$ cat config.mk
export PLATFORM = sky130hd
export DESIGN_NAME = crpa_arbiter
export DESIGN_NICKNAME = d
export VERILOG_FILES = /design/src/rtl/crpa_pkg.sv /design/src/rtl/crpa_arbiter.sv /design/src/rtl/crpa_fill_tracker.sv
export SDC_FILE = /design/constraint.sdc
export NUM_CORES = 1
export LEC_CHECK = 0
export BUFFER_PORTS_ARGS = -buffer_cell sky130_fd_sc_hd__buf_2
export CAP_MARGIN = 20
export CELL_PAD_IN_SITES_DETAIL_PLACEMENT = 0
export CELL_PAD_IN_SITES_GLOBAL_PLACEMENT = 2
export CORE_ASPECT_RATIO = 1.25
export CORE_MARGIN = 3
export CORE_UTILIZATION = 29
export DETAILED_ROUTE_END_ITERATION = 12
export MAX_ROUTING_LAYER = met4
export PLACE_DENSITY = 0.88
export SYNTH_ARGS = -nofsm -noshare
export SYNTH_HDL_FRONTEND = slang
export SYNTH_SLANG_ARGS = --single-unit
$ cat constraint.sdc
create_clock -name clock -period 1.9 [get_ports clock]
set_input_delay 0.19 -clock clock [delete_from_list [all_inputs] [get_ports clock]]
set_output_delay 0.19 -clock clock [all_outputs]
set_load 0.05 [all_outputs]
$ cat src/rtl/crpa_pkg.sv
// Package of shared constants and types for the core return path arbiter.
package crpa_pkg;
   // Words in one cache line fill.
   localparam int unsigned LINE_WORDS = 8;
   localparam int unsigned WORD_IDX_W = 3;
   // Data word width of the core return port.
   localparam int unsigned DATA_W = 32;
   // Return sources seen by the core port.
   typedef enum logic [1:0] {
      CRPA_SRC_NONE,
      CRPA_SRC_IBUS,
      CRPA_SRC_DDR
   } crpa_src_t;
endpackage

$ cat src/rtl/crpa_arbiter.sv
// Return path arbiter merging internal-bus and private DDR read returns into the core.
`timescale 1ns/1ps
module crpa_arbiter #(
   parameter int unsigned DATA_W = crpa_pkg::DATA_W
) (
   input wire logic clock,
   input wire logic rst_b,
   input wire logic ddr_port_en,
   input wire logic req_valid,
   input wire logic req_is_ddr,
   input wire logic [31:0] req_addr,
   input wire logic [3:0] req_len,
   output logic req_ready,
   output logic ibus_req_valid,
   output logic [31:0] ibus_req_addr,
   output logic [3:0] ibus_req_len,
   output logic ddr_req_valid,
   output logic [31:0] ddr_req_addr,
   output logic [3:0] ddr_req_len,
   input wire logic ibus_rd_valid,
   input wire logic [DATA_W-1:0] ibus_rd_data,
   output logic ibus_rd_ready,
   input wire logic ddr_rd_valid,
   input wire logic [DATA_W-1:0] ddr_rd_data,
   output logic ddr_rd_ready,
   output logic core_rd_valid,
   output logic [DATA_W-1:0] core_rd_data,
   output logic [2:0] core_rd_idx,
   output logic core_rd_from_ddr,
   output logic core_rd_last
);
   logic ib_busy;
   logic dd_busy;
   logic ib_last;
   logic dd_last;
   logic [2:0] ib_idx;
   logic [2:0] dd_idx;
   logic ib_take;
   logic dd_take;
   logic go_ddr;
   logic issue;
   logic ib_start;
   logic dd_start;

   logic ibv_ff;
   logic [31:0] iba_ff;
   logic [3:0] ibl_ff;
   logic ddv_ff;
   logic [31:0] dda_ff;
   logic [3:0] ddl_ff;
   logic nxt_ibv;
   logic [31:0] nxt_iba;
   logic [3:0] nxt_ibl;
   logic nxt_ddv;
   logic [31:0] nxt_dda;
   logic [3:0] nxt_ddl;

   logic cv_ff;
   logic [DATA_W-1:0] cd_ff;
   logic [2:0] ci_ff;
   logic cs_ff;
   logic cl_ff;
   logic nxt_cv;
   logic [DATA_W-1:0] nxt_cd;
   logic [2:0] nxt_ci;
   logic nxt_cs;
   logic nxt_cl;

   ////////////////////////////////////////////////////////////////////////////
   // One open transaction per path; a new request waits until its path retires.
   always_comb begin
      go_ddr = req_is_ddr && ddr_port_en;
      issue = req_valid && (go_ddr ? !dd_busy : !ib_busy);
      ib_start = issue && !go_ddr;
      dd_start = issue && go_ddr;
   end

   // Request registers to each path, one-cycle pulse per accepted request.
   always_comb begin
      nxt_ibv = ib_start;
      nxt_iba = ib_start ? req_addr : iba_ff;
      nxt_ibl = ib_start ? req_len : ibl_ff;
      nxt_ddv = dd_start;
      nxt_dda = dd_start ? req_addr : dda_ff;
      nxt_ddl = dd_start ? req_len : ddl_ff;
   end

   always_ff @(posedge clock or negedge rst_b) begin
      if (!rst_b) begin
         ibv_ff <= 1'b0;
         iba_ff <= 32'h0;
         ibl_ff <= 4'h0;
         ddv_ff <= 1'b0;
         dda_ff <= 32'h0;
         ddl_ff <= 4'h0;
      end else begin
         ibv_ff <= nxt_ibv;
         iba_ff <= nxt_iba;
         ibl_ff <= nxt_ibl;
         ddv_ff <= nxt_ddv;
         dda_ff <= nxt_dda;
         ddl_ff <= nxt_ddl;
      end
   end

   ////////////////////////////////////////////////////////////////////////////
   // Per-path word tracking; the counters are independent so a stalled fill keeps its place.
   crpa_fill_tracker u_ib (
      .clock(clock),
      .rst_b(rst_b),
      .start(ib_start),
      .crit_idx(req_addr[4:2]),
      .start_len(req_len),
      .word_done(ib_take),
      .busy(ib_busy),
      .cur_idx(ib_idx),
      .last(ib_last)
   );

   crpa_fill_tracker u_dd (
      .clock(clock),
      .rst_b(rst_b),
      .start(dd_start),
      .crit_idx(req_addr[4:2]),
      .start_len(req_len),
      .word_done(dd_take),
      .busy(dd_busy),
      .cur_idx(dd_idx),
      .last(dd_last)
   );

   ////////////////////////////////////////////////////////////////////////////
   // DDR wins; the internal bus is only held off, never dropped, so its words wait upstream.
   always_comb begin
      dd_take = ddr_rd_valid && dd_busy;
      ib_take = ibus_rd_valid && ib_busy && !dd_take;
      ddr_rd_ready = dd_busy;
      ibus_rd_ready = ib_busy && !dd_take;
   end

   // Core return register; the data mux follows the single winner so streams never mix.
   always_comb begin
      nxt_cv = dd_take || ib_take;
      nxt_cd = dd_take ? ddr_rd_data : (ib_take ? ibus_rd_data : cd_ff);
      nxt_ci = dd_take ? dd_idx : (ib_take ? ib_idx : ci_ff);
      nxt_cs = dd_take;
      nxt_cl = dd_take ? dd_last : (ib_take && ib_last);
   end

   always_ff @(posedge clock or negedge rst_b) begin
      if (!rst_b) begin
         cv_ff <= 1'b0;
         cd_ff <= '0;
         ci_ff <= 3'h0;
         cs_ff <= 1'b0;
         cl_ff <= 1'b0;
      end else begin
         cv_ff <= nxt_cv;
         cd_ff <= nxt_cd;
         ci_ff <= nxt_ci;
         cs_ff <= nxt_cs;
         cl_ff <= nxt_cl;
      end
   end

   assign req_ready = issue;
   assign ibus_req_valid = ibv_ff;
   assign ibus_req_addr = iba_ff;
   assign ibus_req_len = ibl_ff;
   assign ddr_req_valid = ddv_ff;
   assign ddr_req_addr = dda_ff;
   assign ddr_req_len = ddl_ff;
   assign core_rd_valid = cv_ff;
   assign core_rd_data = cd_ff;
   assign core_rd_idx = ci_ff;
   assign core_rd_from_ddr = cs_ff;
   assign core_rd_last = cl_ff;
endmodule // crpa_arbiter

$ cat src/rtl/crpa_fill_tracker.sv
// Word tracker for one return path: holds the open fill and counts returned words.
`timescale 1ns/1ps
module crpa_fill_tracker #(
   parameter int unsigned LINE_WORDS = crpa_pkg::LINE_WORDS
) (
   input wire logic clock,
   input wire logic rst_b,
   input wire logic start,
   input wire logic [crpa_pkg::WORD_IDX_W-1:0] crit_idx,
   input wire logic [3:0] start_len,
   input wire logic word_done,
   output logic busy,
   output logic [crpa_pkg::WORD_IDX_W-1:0] cur_idx,
   output logic last
);
   logic busy_ff;
   logic nxt_busy;
   logic [crpa_pkg::WORD_IDX_W-1:0] idx_ff;
   logic [crpa_pkg::WORD_IDX_W-1:0] nxt_idx;
   logic [3:0] left_ff;
   logic [3:0] nxt_left;

   ////////////////////////////////////////////////////////////////////////////
   // The word index wraps so that the critical word leaves first.
   always_comb begin
      nxt_busy = busy_ff;
      nxt_idx = idx_ff;
      nxt_left = left_ff;
      if (start && !busy_ff) begin
         nxt_busy = 1'b1;
         nxt_idx = crit_idx;
         nxt_left = start_len;
      end else if (word_done && busy_ff) begin
         nxt_idx = idx_ff + 3'h1;
         nxt_left = left_ff - 4'h1;
         if (left_ff == 4'h1) begin
            nxt_busy = 1'b0;
         end
      end
   end

   // Registers only.
   always_ff @(posedge clock or negedge rst_b) begin
      if (!rst_b) begin
         busy_ff <= 1'b0;
         idx_ff <= 3'h0;
         left_ff <= 4'h0;
      end else begin
         busy_ff <= nxt_busy;
         idx_ff <= nxt_idx;
         left_ff <= nxt_left;
      end
   end

   assign busy = busy_ff;
   assign cur_idx = idx_ff;
   assign last = busy_ff && (left_ff == 4'h1);
endmodule // crpa_fill_tracker

==> qor.yml <==
placed_design:
  dp_slack_ps: 307.3
  place_inst: 933
  dp_hpwl_um: 11140
  port_buffers: 221
  gp_congestion: 0.7852
sta:
  hold_viol_final: 0
  rsz0062_at_grt: "false"
  period_needed_ps: 1812
  setup_violations: 0
  drv_slew: 0
  whs_ps: 14.03
  fin_ws_ps: 88.49
  fin_setup_tns_ps: 0
  slew_headroom_pct: 73.70
  skew_ps: 10.07
  tightest_slew_ps: 394.5
  fin_crit_sh_pct: 95.34
  fmax_mhz: 552.0
cts:
  clkTransAtPathRegs_ps: 60
  cts_tree: "done"
  insertion_delay_ps: 410
  htreeDepth: 4
  cts_inserted_buffers: 17
  cts_root_buf: "clkbuf_16"
  cts_sinks: 128
  cts.path.max_buffers: 2
  postCtsSetupBuffers: 0
worst_setup_path:
  worstSetupPathType: "reg -> out"
  cp_data_required_time_ps: 1710
  worst-path-max-fanout: 17
  start_kind: "register"
  crit_path_end_kind: "primary output"
  crit_arrival_ps: 1620
logic_synthesis:
  synthFlopType: "dfrtp_1"
  avgSynthCellArea_um2: 10.93
  ys_ff_latch: 128
  yosysWarnings: 0
  synth_nets: 610
  async_reset_ff_share_pct: 100.0
  ys_seq_area_share_pct: 58.97
  synth_edf_count: 0
  syn_inst: 497
  netlist_area_mm2: 0.005431
  synth.distinct_cells: 38
global_routing:
  grt_pass1_vias: 4722
  grt_max_degree: 66
  grt-ovfl-total: 0
  antenna_found_initial: 0
  grt_pass1_wl_um: 24700
  track_usage_pct: 15.80
floorplan:
  ios: 222
  die_h_um: 159.0
  rows: 55
  die-area_mm2: 0.02042
  core_mm2: 0.01824
  die_w_um: 128.4
  start_util_pct: 29.78
detailed_routing:
  via_count: 4422
  wl_um: 15230
  drc_errors: 0
  first_iter_violations: 146
  ant_nets: 0
  drt_first_pass_iters: 4
  wl_per_cell_um: 15.37
  via_per_inst: 4.462
power:
  design_power_total_w: 0.01603
  max-vdd-ir-drop_mv: 0.8482
  power_density_mw_per_mm2: 2079
  power_leakage_nw: 4.081
finish:
  drive_gt1_share_pct: 38.53
  synthToLayoutAreaGrowth_pct: 41.90
  fin_cells: 991
  num_antenna_cells: 0
  fin_nets: 864
hold_path:
  hold_path_class: "in -> reg"
run_status:
  outcome: "completed"
flow_run:
  maxCapViolations: 0
-- synthesized netlist by cell type, types with 2 or more instances --
cell	instances	area (um2)
nand2_1	155	581.8
dfrtp_1	128	3203
mux2i_1	33	330.3
o21ai_1	26	130.1
o21ai_0	23	115.1
mux2_4	20	300.3
buf_2	18	90.09
mux2_1	9	101.4
nand3_1	9	45.04
a31oi_1	6	37.54
clkbuf_1	6	22.52
ha_1	6	75.07
inv_1	6	22.52
nor2_1	6	22.52
nor3_1	4	20.02
o211ai_1	4	30.03
or3_1	4	25.02
and2_1	3	18.77
and3_1	3	18.77
buf_6	3	33.78
mux2_2	3	33.78
nand4b_1	3	26.28
a22oi_1	2	15.01
inv_2	2	7.510
nand2_2	2	12.51
-- power breakdown --
group	switching, W	internal, W	leakage [nW]	total [W]
sequential	0.000745	0.00404	1.55	0.00479
clock	0.00117	0.00192	0.263	0.00309
combinational	0.00600	0.00214	2.27	0.00815
total	0.00792	0.00810	4.08	0.0160
-- flip-flops by register name (all words and copies together) (netlist names) --
register	flops
core_rd_idx	3
core_rd_from_ddr	1
u_ib.cur_idx	3
u_dd.left_ff	4
ibus_req_valid	1
u_dd.cur_idx	3
ddr_req_len	4
ddr_req_addr	32
core_rd_last	1
core_rd_valid	1
ibus_req_len	4
core_rd_data	32
u_ib.left_ff	4
u_ib.busy	1
u_dd.busy	1
ddr_req_valid	1
ibus_req_addr	32
-- metal layers --
| metal | up-vias | track usage [%] | share of wire (%) |
|---|---|---|---|
| li1 | 2178 | - | - |
| met1 | 2032 | 19.19 | 43 |
| met2 | 196 | 24.85 | 47 |
| met3 | 16 | 4.832 | 8.5 |
| met4 | 0 | 5.502 | 2.1 |
| met5 | - | - | 0 |
-- critical path: stages (launching register included) --
cell and delay (ps):
dfrtp_2 460, nand2_2 190, buf_12 200, and2_1 150, buf_4 200
-- kinds of logic (layout without fill, tap and decap cells) --
group	after synthesis	in the layout	synth area share (%)
flops	128	128	58.97
fa+ha+maj	6	6	1.382
mux	65	65	14.10
buf+inv	35	301	3.248
xor+xnor	2	2	0.3226
simple gates	195	195	15.20
compound gates	66	66	6.773
-- layout by cell type, fill, tap and decap left out, types with 5 or more instances in the layout --
| cell type | instances |
|---|---|
| buf_12 | 5 |
| dlygate4sd3_1 | 26 |
| o21ai_1 | 26 |
| nor2_1 | 6 |
| mux2i_1 | 33 |
| buf_4 | 10 |
| mux2_1 | 9 |
| ha_1 | 6 |
| o21ai_0 | 23 |
| nand2_1 | 155 |
| inv_1 | 6 |
| clkbuf_16 | 17 |
| dfrtp_1 | 127 |
| a31oi_1 | 6 |
| buf_2 | 219 |
| mux2_4 | 20 |
| nand3_1 | 9 |
-- repair_timing --
| item | 4_1_cts | 5_1_grt |
|---|---|---|
| hold buffers | 26 | 0 |
| resized for setup | 2 | 0 |
| endpoints found under the setup margin | 1 | 0 |
| hold endpoints to repair | 57 | 0 |
-- path summary, 6_finish.rpt --
check | to | start | slack [ps] | cells past startpoint
min in group asynchronous | core_rd_data[26] | rst_b | 250 | 2
setup / recovery | ibus_rd_ready | u_dd.busy | 90 | 4
hold / removal | ddr_req_addr[25] | req_addr[25] | 10 | 3
setup reg to reg | u_ib.left_ff[3] | u_dd.busy | 280 | 4
max in group asynchronous | ibus_req_len[3] | rst_b | 1030 | 3
hold reg to reg | ddr_req_addr[9] | ddr_req_addr[9] | 460 | 2
-- cell type report --
| cell class | count | area [um2] |
|---|---|---|
| fill | 1831 | 10530 |
| timing repair buffer | 262 | 1575 |
| tap | 228 | 285.3 |
| multi-input combinational | 334 | 2057 |
| sequential | 128 | 3204 |
| inverter | 8 | 30.03 |
| clock inverter | 10 | 115.1 |
| clock buffer | 21 | 440.4 |
-- stage by stage --
stage / instance area (um2) / util, %
after global placement: 6855 / 37.59
final: 7707 / 42.26
after global routing: 7707 / 42.26
after CTS: 7707 / 42.26
after detailed placement: 6855 / 37.59
after floorplan: 5431 / -
Note: power is estimated with default switching activity, not from simulation.
